==> config.mk <==
export PLATFORM = sky130hd
export DESIGN_NAME = dsw_top
export DESIGN_NICKNAME = d
export VERILOG_FILES = /design/src/rtl/dsw_pkg.sv /design/src/rtl/dsw_top.sv /design/src/rtl/dsw_le_pack.sv
export SDC_FILE = /design/constraint.sdc
export NUM_CORES = 1
export LEC_CHECK = 0
export ABC_AREA = 1
export BUFFER_PORTS_ARGS = -buffer_cell sky130_fd_sc_hd__buf_2
export CORE_AREA = 2 2 196 198
export CTS_CLUSTER_DIAMETER = 50
export CTS_CLUSTER_SIZE = 40
export DETAILED_ROUTE_END_ITERATION = 8
export DIE_AREA = 0 0 198 200
export PLACE_DENSITY = 0.66
export SETUP_SLACK_MARGIN = 0.1
export SLEW_MARGIN = 20
export SYNTH_ARGS = -nofsm -noshare
export SYNTH_HDL_FRONTEND = slang
export SYNTH_SLANG_ARGS = --single-unit
==> constraint.sdc <==
create_clock -name clk_sys -period 7.35 [get_ports clk_sys]
set_input_delay 1.1025 -clock clk_sys [delete_from_list [all_inputs] [get_ports clk_sys]]
set_output_delay 1.1025 -clock clk_sys [all_outputs]
set_load 0.005 [all_outputs]
==> src/rtl/dsw_pkg.sv <==
package dsw_pkg;

  // ---------------------------------------------------------------
  // Register map (byte addresses on the APB)
  // ---------------------------------------------------------------
  localparam int ADDR_W = 12;
  localparam logic [ADDR_W-1:0] OFS_BUF_BASE = 12'h140;  // Data buffer base
  localparam logic [ADDR_W-1:0] OFS_BUF_LEN = 12'h144;   // Buffer length, starts a transfer
  localparam logic [ADDR_W-1:0] OFS_NEXT_ADDR = 12'h148; // Next data write address
  localparam logic [ADDR_W-1:0] OFS_STAT_BASE = 12'h14C; // Status word target address
  localparam logic [ADDR_W-1:0] OFS_CTRL = 12'h180;      // Write-back enable
  localparam logic [ADDR_W-1:0] OFS_STATE = 12'h184;     // Channel state
  localparam logic [ADDR_W-1:0] OFS_IRQ_STAT = 12'h188;  // Sticky events
  localparam logic [ADDR_W-1:0] OFS_IRQ_EN = 12'h18C;    // Event enables
  localparam logic [ADDR_W-1:0] OFS_IRQ_CLR = 12'h190;   // Write one to clear

  // ---------------------------------------------------------------
  // Field layouts and reset values
  // ---------------------------------------------------------------
  localparam int CNT_W = 28;                 // Byte count and length width
  localparam int TERM_ERR = 30;              // Error reason bit
  localparam int TERM_BLK = 29;              // Block or frame end reason bit
  localparam int TERM_BUF = 28;              // Buffer end reason bit
  localparam int CTRL_WB_EN = 0;             // Status write-back enable
  localparam int STATE_IDLE = 0;             // Write channel idle
  localparam int IRQ_W = 2;                  // Number of events
  localparam int IRQ_DONE = 0;               // Buffer terminated
  localparam int IRQ_ERR = 1;                // Buffer ended by error
  localparam logic [31:0] RST_WORD = 32'h00000000;
  localparam logic [CNT_W-1:0] BEAT_BYTES = 28'h0000004;  // Bytes per data beat
  localparam logic [31:0] BEAT_ADDR = 32'h00000004;       // Address step per beat

  // ---------------------------------------------------------------
  // Channel states, Gray along the usual path
  // ---------------------------------------------------------------
  typedef enum logic [1:0]
  {
    DSW_IDLE = 2'b00,
    DSW_XFER = 2'b01,
    DSW_DWR = 2'b11,
    DSW_SWR = 2'b10
  } dsw_state_type;

endpackage

==> src/rtl/dsw_top.sv <==
module dsw_top
  import dsw_pkg::*;
(
  input wire logic clk_sys,
  input wire logic nrst,
  input wire logic psel,
  input wire logic penable,
  input wire logic pwrite,
  input wire logic [ADDR_W-1:0] paddr,
  input wire logic [31:0] pwdata,
  output logic [31:0] prdata,
  output logic pready,
  output logic pslverr,
  input wire logic smp_valid,
  input wire logic [31:0] smp_data,
  input wire logic smp_last,
  output logic smp_ready,
  input wire logic acq_error,
  output logic mst_valid,
  output logic [31:0] mst_addr,
  output logic [31:0] mst_data,
  input wire logic mst_ready,
  output logic dma_idle,
  output logic irq
);

  // ---------------------------------------------------------------
  // Declarations
  // ---------------------------------------------------------------
  logic [31:0] buf_base_q, buf_base_d;     // Software view of buffer base
  logic [31:0] stat_base_q, stat_base_d;   // Status word target
  logic [CNT_W-1:0] len_q, len_d;          // Length of current buffer
  logic wb_en_q, wb_en_d;                  // Status write-back enable
  logic [31:0] prdata_q, prdata_d;         // Registered read data
  logic slverr_q, slverr_d;                // Registered error answer
  logic [IRQ_W-1:0] irq_stat_q, irq_stat_d;  // Sticky events
  logic [IRQ_W-1:0] irq_en_q, irq_en_d;    // Event enables
  dsw_state_type state_q, state_d;         // Channel state
  logic [31:0] addr_q, addr_d;             // Next data write address
  logic [CNT_W-1:0] cnt_q, cnt_d;          // Bytes moved into this buffer
  logic [2:0] term_q, term_d;              // Reasons gathered so far
  logic err_pend_q, err_pend_d;            // Fault seen, not yet acted on
  logic last_q, last_d;                    // Beat in flight closes the block
  logic mvalid_q, mvalid_d;                // Memory write request
  logic [31:0] maddr_q, maddr_d;           // Memory write address
  logic [31:0] mword_q, mword_d;           // Memory write value
  logic [IRQ_W-1:0] ev_set;                // Events raised this cycle
  logic acc_wr;                            // Write access phase
  logic setup_rd;                          // Read setup cycle
  logic start;                             // Accepted length write
  logic [CNT_W-1:0] cnt_next;              // Count after current beat
  logic buf_full;                          // Current beat leaves under one beat of room

  // ---------------------------------------------------------------
  // APB handshake
  // ---------------------------------------------------------------
  // Zero wait states: read data is prepared in the setup cycle
  assign pready = 1'b1;
  assign prdata = prdata_q;
  assign pslverr = slverr_q & psel & penable;
  assign acc_wr = psel & penable & pwrite;
  assign setup_rd = psel & ~penable & ~pwrite;
  // Length writes outside idle are dropped silently
  assign start = acc_wr && (paddr == OFS_BUF_LEN) && (state_q == DSW_IDLE);

  // ---------------------------------------------------------------
  // Register file, next values
  // ---------------------------------------------------------------
  always_comb
  begin
    buf_base_d = buf_base_q;
    stat_base_d = stat_base_q;
    len_d = len_q;
    wb_en_d = wb_en_q;
    irq_en_d = irq_en_q;
    prdata_d = prdata_q;
    slverr_d = slverr_q;
    // Writes take effect in the access phase
    if (acc_wr)
    begin
      if (paddr == OFS_BUF_BASE)
      begin
        buf_base_d = pwdata;
      end
      else if (paddr == OFS_BUF_LEN)
      begin
        if (start)
        begin
          len_d = pwdata[CNT_W-1:0];
        end
      end
      else if (paddr == OFS_STAT_BASE)
      begin
        stat_base_d = pwdata;
      end
      else if (paddr == OFS_CTRL)
      begin
        wb_en_d = pwdata[CTRL_WB_EN];
      end
      else if (paddr == OFS_IRQ_EN)
      begin
        irq_en_d = pwdata[IRQ_W-1:0];
      end
    end
    // Error flag decided at setup, for reads and writes alike
    if (psel && !penable)
    begin
      slverr_d = !((paddr == OFS_BUF_BASE) || (paddr == OFS_BUF_LEN)
        || (paddr == OFS_NEXT_ADDR) || (paddr == OFS_STAT_BASE)
        || (paddr == OFS_CTRL) || (paddr == OFS_STATE)
        || (paddr == OFS_IRQ_STAT) || (paddr == OFS_IRQ_EN)
        || (paddr == OFS_IRQ_CLR));
    end
    // Read data; unmapped and write-only locations read zero
    if (setup_rd)
    begin
      prdata_d = RST_WORD;
      if (paddr == OFS_BUF_BASE)
      begin
        prdata_d = buf_base_q;
      end
      else if (paddr == OFS_BUF_LEN)
      begin
        prdata_d[CNT_W-1:0] = len_q;
      end
      else if (paddr == OFS_NEXT_ADDR)
      begin
        prdata_d = addr_q;
      end
      else if (paddr == OFS_STAT_BASE)
      begin
        prdata_d = stat_base_q;
      end
      else if (paddr == OFS_CTRL)
      begin
        prdata_d[CTRL_WB_EN] = wb_en_q;
      end
      else if (paddr == OFS_STATE)
      begin
        prdata_d[STATE_IDLE] = (state_q == DSW_IDLE);
      end
      else if (paddr == OFS_IRQ_STAT)
      begin
        prdata_d[IRQ_W-1:0] = irq_stat_q;
      end
      else if (paddr == OFS_IRQ_EN)
      begin
        prdata_d[IRQ_W-1:0] = irq_en_q;
      end
    end
  end

  // ---------------------------------------------------------------
  // Register file, storage
  // ---------------------------------------------------------------
  always_ff @(posedge clk_sys or negedge nrst)
  begin
    if (!nrst)
    begin
      buf_base_q <= RST_WORD;
      stat_base_q <= RST_WORD;
      len_q <= '0;
      wb_en_q <= 1'b0;
      irq_en_q <= '0;
      prdata_q <= RST_WORD;
      slverr_q <= 1'b0;
    end
    else
    begin
      buf_base_q <= buf_base_d;
      stat_base_q <= stat_base_d;
      len_q <= len_d;
      wb_en_q <= wb_en_d;
      irq_en_q <= irq_en_d;
      prdata_q <= prdata_d;
      slverr_q <= slverr_d;
    end
  end

  // ---------------------------------------------------------------
  // Transfer engine, next values
  // ---------------------------------------------------------------
  assign cnt_next = cnt_q + BEAT_BYTES;
  // A fault in the same cycle must not swallow a beat that is never written
  assign smp_ready = (state_q == DSW_XFER) && !err_pend_q && !acq_error;
  // First term guards the subtraction against wrap on short or zero lengths
  assign buf_full = (cnt_next >= len_q) || ((len_q - cnt_next) < BEAT_BYTES);

  always_comb
  begin
    state_d = state_q;
    addr_d = addr_q;
    cnt_d = cnt_q;
    term_d = term_q;
    err_pend_d = err_pend_q | (acq_error && (state_q != DSW_IDLE));
    last_d = last_q;
    mvalid_d = mvalid_q;
    maddr_d = maddr_q;
    mword_d = mword_q;
    ev_set = '0;
    case (state_q)
      DSW_IDLE:
      begin
        // Base is taken now; later writes to it do not disturb the run
        if (start)
        begin
          addr_d = buf_base_q;
          cnt_d = '0;
          term_d = '0;
          err_pend_d = 1'b0;
          state_d = DSW_XFER;
        end
      end
      DSW_XFER:
      begin
        if (err_pend_q || acq_error)
        begin
          // Fault stops the buffer before the block completes
          term_d[TERM_ERR-TERM_BUF] = 1'b1;
          ev_set[IRQ_ERR] = 1'b1;
          state_d = DSW_SWR;
        end
        else if (smp_valid)
        begin
          last_d = smp_last;
          mvalid_d = 1'b1;
          maddr_d = addr_q;
          mword_d = smp_data;
          state_d = DSW_DWR;
        end
      end
      DSW_DWR:
      begin
        if (mst_ready)
        begin
          mvalid_d = 1'b0;
          addr_d = addr_q + BEAT_ADDR;
          cnt_d = cnt_next;
          // Reasons may combine; a fault during the beat joins them
          term_d[TERM_BLK-TERM_BUF] = last_q;
          term_d[TERM_BUF-TERM_BUF] = buf_full;
          term_d[TERM_ERR-TERM_BUF] = err_pend_q | acq_error;
          if (last_q || buf_full || err_pend_q || acq_error)
          begin
            ev_set[IRQ_ERR] = err_pend_q | acq_error;
            state_d = DSW_SWR;
          end
          else
          begin
            state_d = DSW_XFER;
          end
        end
      end
      DSW_SWR:
      begin
        // A status write in flight finishes even if the enable drops
        if (mvalid_q)
        begin
          if (mst_ready)
          begin
            mvalid_d = 1'b0;
            ev_set[IRQ_DONE] = 1'b1;
            // A full buffer needs a fresh length write to go on
            state_d = DSW_IDLE;
          end
        end
        else if (!wb_en_q)
        begin
          // Without write-back the buffer just terminates
          ev_set[IRQ_DONE] = 1'b1;
          state_d = DSW_IDLE;
        end
        else
        begin
          mvalid_d = 1'b1;
          maddr_d = stat_base_q;
          mword_d = {1'b0, term_q, cnt_q};
        end
      end
      default:
      begin
        state_d = DSW_IDLE;
      end
    endcase
  end

  // ---------------------------------------------------------------
  // Transfer engine, storage
  // ---------------------------------------------------------------
  always_ff @(posedge clk_sys or negedge nrst)
  begin
    if (!nrst)
    begin
      state_q <= DSW_IDLE;
      addr_q <= RST_WORD;
      cnt_q <= '0;
      term_q <= '0;
      err_pend_q <= 1'b0;
      last_q <= 1'b0;
      mvalid_q <= 1'b0;
      maddr_q <= RST_WORD;
      mword_q <= RST_WORD;
    end
    else
    begin
      state_q <= state_d;
      addr_q <= addr_d;
      cnt_q <= cnt_d;
      term_q <= term_d;
      err_pend_q <= err_pend_d;
      last_q <= last_d;
      mvalid_q <= mvalid_d;
      maddr_q <= maddr_d;
      mword_q <= mword_d;
    end
  end

  // ---------------------------------------------------------------
  // Memory write port
  // ---------------------------------------------------------------
  // Request, address and value stay put until mst_ready
  assign mst_valid = mvalid_q;
  assign mst_addr = maddr_q;
  assign dma_idle = (state_q == DSW_IDLE);

  dsw_le_pack #(
    .NBYTES(4)
  ) u_pack (
    .word(mword_q),
    .lanes(mst_data)
  );

  // ---------------------------------------------------------------
  // Interrupt status
  // ---------------------------------------------------------------
  // A clear in the same cycle as a new event loses: set wins
  always_comb
  begin
    irq_stat_d = irq_stat_q;
    if (acc_wr && (paddr == OFS_IRQ_CLR))
    begin
      irq_stat_d = irq_stat_q & ~pwdata[IRQ_W-1:0];
    end
    irq_stat_d = irq_stat_d | ev_set;
  end

  always_ff @(posedge clk_sys or negedge nrst)
  begin
    if (!nrst)
    begin
      irq_stat_q <= '0;
    end
    else
    begin
      irq_stat_q <= irq_stat_d;
    end
  end

  // Level output while any enabled event is pending
  assign irq = |(irq_stat_q & irq_en_q);

endmodule

==> src/rtl/dsw_le_pack.sv <==
// Places a word on the byte lanes of the memory bus, lowest byte first
module dsw_le_pack
  import dsw_pkg::*;
#(
  parameter int NBYTES = 4
)
(
  input wire logic [8*NBYTES-1:0] word,
  output logic [8*NBYTES-1:0] lanes
);

  // ---------------------------------------------------------------
  // Lane mapping
  // ---------------------------------------------------------------
  // Byte i of the value goes to lane i: little-endian in host memory
  for (genvar i = 0; i < NBYTES; i++)
  begin : g_lane
    assign lanes[8*i +: 8] = word[8*i +: 8];
  end

endmodule

After elaboration in Yosys (flattened, before gate mapping) --
Cells that the tools add are included.
Storage, ports and cells: bits in registers 262, input port bits 85, output and inout bits 102, word-level logic and storage cells 166
Operators by class: $add $sub $neg 3, $lt $le $gt $ge 2, eq/ne operators 22, multiplexer cells 60, bitwise operators 19, reduce and logical (&&, ||, !) cells 42
Operators by type and width (number):
- 32-bit 2-to-1 mux | 12
- 32-bit case mux with 2 select lines | 3
- 12-bit by 9-bit == test with 1-bit output (second input constant) | 9
- 28-bit 2-to-1 mux | 3
- 28-bit case mux with 2 select lines | 1
- 32-bit by 3-bit adder with 32-bit output (second input constant) | 1
- 30-bit 2-to-1 mux | 1
- 28-bit by 3-bit adder with 28-bit output (second input constant) | 1
- 28-bit greater-or-equal comparator | 1
- 28-bit by 3-bit less-than comparator with 1-bit output (second input constant) | 1
- 28-bit subtractor | 1
- 2-bit 2-to-1 mux | 12
- 1-bit 2-to-1 mux | 20
- 4-bit AND reduction | 4
- 5-bit AND reduction | 3
- 1-bit logical OR | 13
- 2-bit != test (second input constant) | 5
- 2-bit case mux with 4 select lines | 1
- 1-bit logical AND | 7
- 1-bit NOT | 7
- 1-bit bitwise AND | 6
- 3-bit 2-to-1 mux | 2
- 3-bit != test (second input constant) | 2
- 1-bit case mux with 3 select lines | 2
- 19 further kinds | 30

Depth between registers and ports, before layout --
Gate-level depths: netlist (run 1).
word-level depth 11, gate-level depth with buffers 30, mapped depth without buffers 30

Cells and area by module --
A second synthesis (run 1) with hierarchy kept.
Unflattened totals: cells, all modules 2036, area, all modules 15167.0 um^2
Modules (own cells, without submodules):
- dsw_top | times used 1, cells an instance 2004, area an instance 14926.8 um^2, sequential area each 6506.2 um^2
- dsw_le_pack | times used 1, cells an instance 32, area an instance 240.2 um^2, sequential area each 0.0 um^2

Worst setup path before layout (run 1) --
No wires, ideal clock.
path type reg-to-reg, from register cnt_q[2], to register state_q[0], library setup time 0.121 ns, arrival time 3.078 ns, required time 7.229 ns, slack 4.150 ns, cell stages (with the launch flop) 28, buffers on the path 0, clock period less this slack 3.200 ns, cells stage by stage dfrtp_1 > ha_1 > nand3_2 > nor2_1 > inv_1 > nor2_2 > nand4_2 > nor2_2 > nand2_2 > nor2_4 > nand2_2 > xor2_1 > ha_1 > nand2_1 > nor2_1 > nand2_1 > nor2_1 > nand2_1 > nand3_1 > nand2_1 > nand2_1 > inv_1 > nor2_1 > nand2_1 > nor2_1 > nand2_1 > nand4_1 > a21oi_1
Between the ends: longest elaborated chain between the ends 10, elaborated cells between the ends (all ways) 11, classes of those cells 2 x add/sub; 2 x order compare; 3 x mux; 4 x reduce/logical
RTL lines:
- start, declared | RTL line dsw_top.sv:40 | logic [CNT_W-1:0] cnt_q, cnt_d;
- start signal, assigned | RTL line dsw_top.sv:308 | cnt_q <= cnt_d;
- 28-bit by 3-bit adder with 28-bit output * | RTL line dsw_top.sv:183 | assign cnt_next = cnt_q + BEAT_BYTES;
- 28-bit subtractor | RTL line dsw_top.sv:187 | assign buf_full = (cnt_next >= len_q) || ((len_q - cnt_next) < BEAT_BYTES);
- 28-bit by 3-bit less-than comparator with 1-bit output | RTL line dsw_top.sv:187
- 1-bit logical OR * | RTL line dsw_top.sv:187
- 1-bit logical OR * (3 in a row) | RTL line dsw_top.sv:243 | if (last_q || buf_full || err_pend_q || acq_error)
- 2-bit 2-to-1 mux * | RTL line dsw_top.sv:243
- 2-bit 2-to-1 mux * | RTL line dsw_top.sv:234 | if (mst_ready)
- 2-bit case mux with 4 select lines * | RTL line dsw_top.sv:201 | case (state_q)
- end signal, assigned | RTL line dsw_top.sv:306 | state_q <= state_d;
- end, declared | RTL line dsw_top.sv:38 | dsw_state_type state_q, state_d;
Every way passes the cells marked *; elsewhere a longest branch is shown, timed or not. The select of a mux whose other input is x is not followed. A chain may end at the register's enable or synchronous reset.

Worst setup path in the final report (run 1) --
Same ends and word-level chain as after synthesis.

==> metrics.csv, run 1 <==
stage,metric,value,unit
global_routing,largest net degree at the start of global routing,115,
synthesis,top post-synthesis cells by count,"570 x nand2_1, 271 x inv_1, 260 x dfrtp_1",
worst_setup_path,crit path kind,flop to flop,
cells_and_area,area delta synth->final,16.3,%
worst_setup_path,worst setup path endpoint,state_q[0],
synthesis,simple-gate portion of the synthesized area,23.8,%
placement,# port buffers,185,
worst_setup_path,Crit-path slowest cell,dfrtp_1,
synthesis,Ys Warns,0,
cells_and_area,layout cells sized above 1,13.9,%
cells_and_area,Fill cells,3684,
detailed_routing,DRT iter0 DRCs,1087,
detailed_routing,DRC,0,
synthesis,Post-Synth Adder-Cell Area,2.36,%
clock_network,clk slew on worst S/H paths,0.06,ns
clock_network,"Clk Latency, worst-skew pair",0.60,ns
cells_and_area,Ant. Diodes,0,
floorplan,Die W,198,um
synthesis,most frequent cell after synthesis,nand2_1,
synthesis,sequential area share after synthesis,43.8,%
worst_setup_path,r2r worst-path depth,25,
worst_setup_path,R2R Setup Slk,3.40,ns
timing,final setup violation count,0,
timing,f_max,253,MHz
clock_network,H-tree levels,1,
timing,Worst Clk Skew,0.0331,ns
min_path,Worst Hold Class,flop to flop,
worst_setup_path,Worst setup startpoint,cnt_q[2],
timing,setup TNS,0,ns
synthesis,Synth Area in Compound Gates,18.6,%
worst_setup_path,"slowest stage delay, CP",0.51,ns
detailed_routing,ANT nets after route,0,
worst_setup_path,crit end category,flop,
cells_and_area,Reg area,0.00651,sq mm
worst_setup_path,Worst Setup Start Kind,flop,
cells_and_area,Multi-input gate area,0.00700,sq mm
placement,cell total after placement,2616,
worst_setup_path,Worst EP required,7.80,ns
timing,minimum clock period,3.95,ns
synthesis,Unique masters post-synth,49,
floorplan,die footprint,0.0396,sq mm
synthesis,number of flops mapped to enable cells by yosys,0,
detailed_routing,post-DR vias/cell,5.22,
worst_setup_path,Reg-to-Reg End,state_q[0],
detailed_routing,WL per Instance,17.2,um
synthesis,asr flop ratio synth,100,%
placement,Area after DPL,0.0162,sq mm
synthesis,synth top area cells,"dfrtp_1 44%, nand2_1 14%, o21ai_0 7.7%",
worst_setup_path,RR Startpoint,cnt_q[2],
floorplan,die height,200,um
cells_and_area,"Design Area, Final",0.0173,sq mm
floorplan,Ports,187,
cells_and_area,Final Non-Filler Cells,2669,
synthesis,syn_nets,2104,
synthesis,largest family of logic cells by synthesized area,simple AND/OR/NAND/NOR gates,
timing,Worst Tran Pin Value,1.06,ns
power_and_ir_drop,Leakage,0.00842,uW
synthesis,post-synthesis mux area share,0.0758,%
clock_network,CTS max path bufs,3,
detailed_routing,vias after detailed routing,13922,
clock_network,postcts setup bufs,0,
detailed_routing,final wirelength,46000,um
worst_setup_path,CP Max Fanout,8,
synthesis,largest area contributor in the synthesized netlist,dfrtp_1,
timing,Final period util,53.7,%
synthesis,Syn Area/Cell,7.46,sq um
placement,gpl congestion,0.949,
cells_and_area,Final #Nets,2249,
detailed_routing,number of detailed-route iterations in the first pass,6,
power_and_ir_drop,Worst IR Drop VDD,158,uV
timing,Max Slew Vio Count,0,
synthesis,Most used DFF post-synth,dfrtp_1,
run,total of max-cap violations,0,
worst_setup_path,Crit path arrival time,4.39,ns
clock_network,Post-CTS Resized,0,
clock_network,total CTS buffers,29,
clock_network,TritonCTS clock tree,done,
global_routing,vias in the first global route,13362,
timing,RSZ-0062 raised after global routing,false,
clock_network,cts hold-fix bufs,0,
synthesis,Yosys top cell area share,43.8,%
global_routing,initial antenna violation count,0,
synthesis,Post-Synthesis Cells,1991,
clock_network,Root Driver,clkbuf_16,
floorplan,# rows,71,
global_routing,Overflow after GRT,0,
synthesis,Yosys reg bits,260,
placement,Detail Placement HPWL,33600,um
power_and_ir_drop,PwrDens,341,mW/mm^2
clock_network,clock sink count,260,
synthesis,Synth Cell Area,0.0149,sq mm
global_routing,first-pass GRT wire length,73300,um
floorplan,Starting Density,39.7,%
synthesis,Synth Area in XOR/XNOR,1.88,%
floorplan,Core Footprint,0.0374,sq mm
worst_setup_path,most frequent CP cell,nand2_1,
timing,Worst slew margin,29.3,%
timing,"Hold Vio Cnt, Final",0,
outcome,status,"finished, final reports clean",
global_routing,GRT Util Overall,23.5,%
==> per-stage QoR <==
stage	hold slack, ns	setup slack (ns)	utilization, %	power, uW
detailed placement	0.465	3.13	43.4	4290
CTS	0.484	3.45	46.2	5910
floorplan	0.439	4.15	-	3510
global route	0.495	2.94	46.2	6310
global placement	0.461	3.27	43.3	4240
finish	0.480	3.40	46.2	5890
==> report_power, final <==
group          leakage, uW  total [uW]  switching, uW  internal (uW)
sequential         0.00336        2030            262           1770
combinational      0.00455        2250           1470            782
clock             0.000519        1610            678            935
total              0.00842        5890           2410           3480
==> flip-flops by register name, summed over array words and instances (netlist names), 2 cells and up <==
register and cells:
addr_q 32, buf_base_q 32, cnt_q 26, irq_en_q 2
irq_stat_q 2, len_q 28, mst_addr 32, mword_q 32
prdata 32, stat_base_q 32, state_q 2, term_q 3
==> worst min-delay path by stage <==
stage,from,end,depth (start not counted)
floorplan,slverr_q,slverr_q,2
global placement,prdata[9],prdata[9],2
detailed placement,prdata[9],prdata[9],2
CTS,prdata[5],prdata[5],2
global route,mst_addr[9],mst_addr[9],1
finish,prdata[10],prdata[10],2
==> worst max-delay path, delay by kind of cell, from the launching register on <==
| family | cells | cell delay [ns] |
|---|---|---|
| and+or+nand+nor | 18 | 1.93 |
| adders and majority gates | 2 | 0.64 |
| DFF | 1 | 0.51 |
| AOI/OAI and AO/OA | 2 | 0.36 |
| xor gates and xnor gates | 1 | 0.28 |
| buffers and inverters | 2 | 0.12 |
==> logic make-up (layout without fill, tap and decap cells) <==
| family | after synthesis | in the layout |
|---|---|---|
| DFF | 260 | 260 |
| and+or+nand+nor | 844 | 844 |
| other | 1 | 1 |
| xor gates and xnor gates | 31 | 31 |
| muxes | 1 | 1 |
| AOI/OAI and AO/OA | 462 | 462 |
| buffers and inverters | 364 | 531 |
| adders and majority gates | 28 | 28 |
==> cell type report <==
type                    instances  area share [%]
clock buffers                  30            4.28
clock inverters                23            1.86
inverters                     281            6.10
multi-input cells            1367            40.5
flip-flops and latches        260            37.6
well taps                     511            3.70
repair buffers                197            5.96
==> metal layers <==
metal	track usage (%)	wire, um	up-vias	share of wire, %
li1	-	-	6811	-
met1	32.4	20900	6550	45
met2	37.2	20500	484	44
met3	3.97	3060	77	6.7
met4	8.80	1640	0	3.6
met5	0	0	-	0
==> cells in the final DEF, fill, tap and decap left out, types with 6 or more instances in the layout <==
cell / n
o21ai_0: 230
buf_4: 11
a221oi_1: 7
o221ai_1: 26
o211ai_1: 35
buf_2: 184
nand2_2: 6
inv_1: 271
xor2_1: 26
nand4_1: 20
clkbuf_16: 29
nand2_1: 567
nor4_1: 9
inv_6: 7
nand3_1: 60
inv_2: 6
o22ai_1: 30
nor2_2: 11
o21a_1: 64
dfrtp_1: 260
nor2_1: 116
nor3_1: 25
ha_1: 28
a21oi_1: 54
(Power assumes the default switching activity.)
==> run 2, diff against run 1 <==
- ABC_AREA: 1 -> 0
- CORE_AREA: 2 2 196 198 -> 2 2 191 193
- DIE_AREA: 0 0 198 200 -> 0 0 193 195
- clock period: 7.35 -> 3.9 ns (I/O delays scaled with it)
==> run 2 against run 1 <==
Effect of this change: largest cell class unchanged; clock power increased by 80%; sequential share of layout area decreased by 0.70 points; worst setup slack worse by 3.3 ns; critical endpoint unchanged; largest power group is now sequential cells.
==> metrics.csv, run 2 <==
stage,metric,value,unit
outcome,status,"finished, final reports clean",
power_and_ir_drop,PwrDens,358,mW/mm^2
power_and_ir_drop,sw frac,26.8,%
floorplan,Starting Density,39.7,%
synthesis,Ys Warns,0,
clock_network,CTS max path bufs,3,
clock_network,clock sink count,260,
detailed_routing,final wirelength,45700,um
timing,Worst Tran Pin Value,0.840,ns
timing,Final period util,96.7,%
detailed_routing,ANT nets after route,0,
timing,Max Slew Vio Count,0,
synthesis,Yosys top cell area share,46.3,%
synthesis,synth top area cells,"dfrtp_1 46%, nand2_1 7.4%, mux2_2 5.5%",
clock_network,H-tree levels,1,
floorplan,Ports,187,
global_routing,Overflow after GRT,0,
cells_and_area,"most common cell after layout, fill and taps aside",nand2_1,
cells_and_area,post-layout util,49.8,%
worst_setup_path,Worst setup startpoint,cnt_q[2],
power_and_ir_drop,Comb pwr share,7.7,%
timing,min setup slack post-route,0.129,ns
placement,gpl congestion,0.886,
global_routing,first-pass GRT wire length,70500,um
synthesis,syn_nets,1633,
clock_network,cts hold-fix bufs,0,
power_and_ir_drop,"Power, Total",6310,uW
synthesis,Post-Synthesis Cells,1520,
timing,Worst slew margin,43.8,%
worst_setup_path,r2r worst-path depth,19,
synthesis,Synth Cell Area,0.0140,sq mm
global_routing,initial antenna violation count,1,
placement,Detail Placement HPWL,32300,um
clock_network,"Clk Latency, worst-skew pair",0.59,ns
global_routing,largest net degree at the start of global routing,99,
synthesis,simple-gate portion of the synthesized area,16.7,%
clock_network,TritonCTS clock tree,done,
power_and_ir_drop,part of the power in registers,46.5,%
detailed_routing,DRT iter0 DRCs,1173,
worst_setup_path,R2R Setup Slk,0.13,ns
worst_setup_path,"slowest stage delay, CP",0.42,ns
detailed_routing,WL per Instance,20.6,um
worst_setup_path,Reg-to-Reg End,state_q[0],
synthesis,Yosys reg bits,260,
worst_setup_path,CP Max Fanout,5,
synthesis,Unique masters post-synth,71,
global_routing,GRT Util Overall,24.0,%
worst_setup_path,Worst EP required,4.34,ns
floorplan,die footprint,0.0376,sq mm
timing,f_max,265,MHz
cells_and_area,Final #Nets,1843,
power_and_ir_drop,Worst IR Drop VDD,346,uV
floorplan,Core Footprint,0.0354,sq mm
run,total of max-cap violations,0,
synthesis,Most used DFF post-synth,dfrtp_1,
global_routing,vias in the first global route,12285,
worst_setup_path,crit end category,flop,
cells_and_area,most frequent cells in the layout,"272 x nand2_1, 260 x dfrtp_1, 184 x buf_2",
synthesis,top post-synthesis cells by count,"278 x nand2_1, 260 x dfrtp_1, 129 x o21ai_0",
synthesis,largest family of logic cells by synthesized area,compound AO/OA/AOI/OAI gates,
synthesis,Synth Area in XOR/XNOR,2.00,%
detailed_routing,post-DR vias/cell,5.70,
worst_setup_path,RR Startpoint,cnt_q[2],
min_path,Worst Hold Class,primary input to async pin,
synthesis,Syn Area/Cell,9.24,sq um
power_and_ir_drop,part of the power in the clock network,45.9,%
synthesis,asr flop ratio synth,100,%
cells_and_area,Fill cells,3288,
synthesis,Post-Synth Adder-Cell Area,2.49,%
synthesis,most frequent cell after synthesis,nand2_1,
worst_setup_path,worst-path cell chain,ha_4 -> nand3_4 -> buf_6 -> nor4_4 -> and3_4 -> and3_4 -> nand3_1 -> xor2_2 -> ha_4 -> buf_4 -> nand4_1 -> buf_4 -> nor2_4 -> a21oi_1 -> mux2i_1 -> o211ai_1 -> nor4_4 -> nand4_2 -> a21o_1,
power_and_ir_drop,Int Power,4620,uW
detailed_routing,vias after detailed routing,12613,
timing,minimum clock period,3.77,ns
synthesis,number of flops mapped to enable cells by yosys,0,
clock_network,clk slew on worst S/H paths,0.07,ns
clock_network,total CTS buffers,29,
power_and_ir_drop,Leakage,0.00862,uW
timing,final setup violation count,0,
cells_and_area,Ant. Diodes,0,
cells_and_area,layout cells sized above 1,29.3,%
detailed_routing,DRC,0,
cells_and_area,"Design Area, Final",0.0176,sq mm
timing,setup TNS,0,ns
placement,Area after DPL,0.0158,sq mm
worst_setup_path,Crit-path slowest cell,dfrtp_1,
worst_setup_path,Worst Setup Start Kind,flop,
timing,RSZ-0062 raised after global routing,true,
power_and_ir_drop,Psw,1690,uW
floorplan,Die W,193,um
synthesis,post-synthesis mux area share,10.1,%
floorplan,# rows,69,
synthesis,sequential area share after synthesis,46.3,%
worst_setup_path,Crit path arrival time,4.21,ns
synthesis,largest area contributor in the synthesized netlist,dfrtp_1,
placement,Place WS,-0.0996,ns
timing,"Hold Vio Cnt, Final",0,
floorplan,die height,195,um
synthesis,Synth Area in Compound Gates,18.6,%
detailed_routing,number of detailed-route iterations in the first pass,6,
timing,Worst Clk Skew,0.0421,ns
worst_setup_path,crit path kind,flop to flop,
clock_network,Root Driver,clkbuf_16,
cells_and_area,area delta synth->final,25.4,%
placement,# port buffers,185,
run 2: final cells by class:
class	count	area [sq um]	share of cell area [%]
clock buffers	32	757	4.30
multi-input cells	1134	7630	43.3
inverters	23	86.3	0.490
clock inverters	22	273	1.55
repair buffers	282	1780	10.1
flip-flops and latches	260	6510	36.9
well taps	461	577	3.27
run 2: kinds of logic (layout without fill, tap and decap cells):
family,count (synthesis),after routing
AOI/OAI and AO/OA,418,418
xor gates and xnor gates,32,32
adders and majority gates,28,28
buffers and inverters,126,359
DFF,260,260
muxes,133,133
other,1,1
and+or+nand+nor,522,522
run 2: power by group through the flow:
stage | clock (uW) | sequential, uW | combinational (uW)
global route | 3060 | 2950 | 556
CTS | 2950 | 2930 | 494
finish | 2890 | 2930 | 484
global placement | 0 | 2980 | 480
floorplan | 0 | 2990 | 158
detailed placement | 0 | 2980 | 491
run 2: worst max-delay path by stage:
stage	endpoint	slack (ns)	cells after the start
global route	state_q[0]	-0.1	18
detailed placement	state_q[0]	-0.1	16
global placement	state_q[0]	-0.13	16
floorplan	state_q[0]	0.15	18
finish	state_q[0]	0.13	19
CTS	state_q[0]	0.10	18
run 2: through the flow:
| step | hold slack [ns] | cells |
|---|---|---|
| floorplan | 0.289 | 1520 |
| global placement | 0.457 | 2136 |
| detailed placement | 0.465 | 2136 |
| CTS | 0.0822 | 2193 |
| global route | 0.0998 | 2214 |
| finish | 0.0564 | 2214 |
run 2: worst max-delay path: cells and delay by family (launching register included):
kind	cells	cell delay, ns
compound gates	3	0.41
xor+xnor	1	0.21
fa+ha+maj	2	0.47
buf+inv	3	0.49
flops	1	0.42
mux	1	0.12
simple gates	9	1.52
run 2: timing repair:
action / 4_1_cts / 5_1_grt
buffers inserted: 3 / 21
endpoints found under the setup margin: 3 / 3
pin swaps: 8 / 25
gates resized for setup: 31 / 92
run 2: routing by layer:
metal / global-route usage [%] / vias to the layer above / share of wire (%)
li1: - / 5918 / -
met2: 39.1 / 389 / 48
met4: 7.10 / 2 / 2.9
met5: 0 / - / 0.028
met3: 4.04 / 85 / 5.8
met1: 32.6 / 6219 / 43
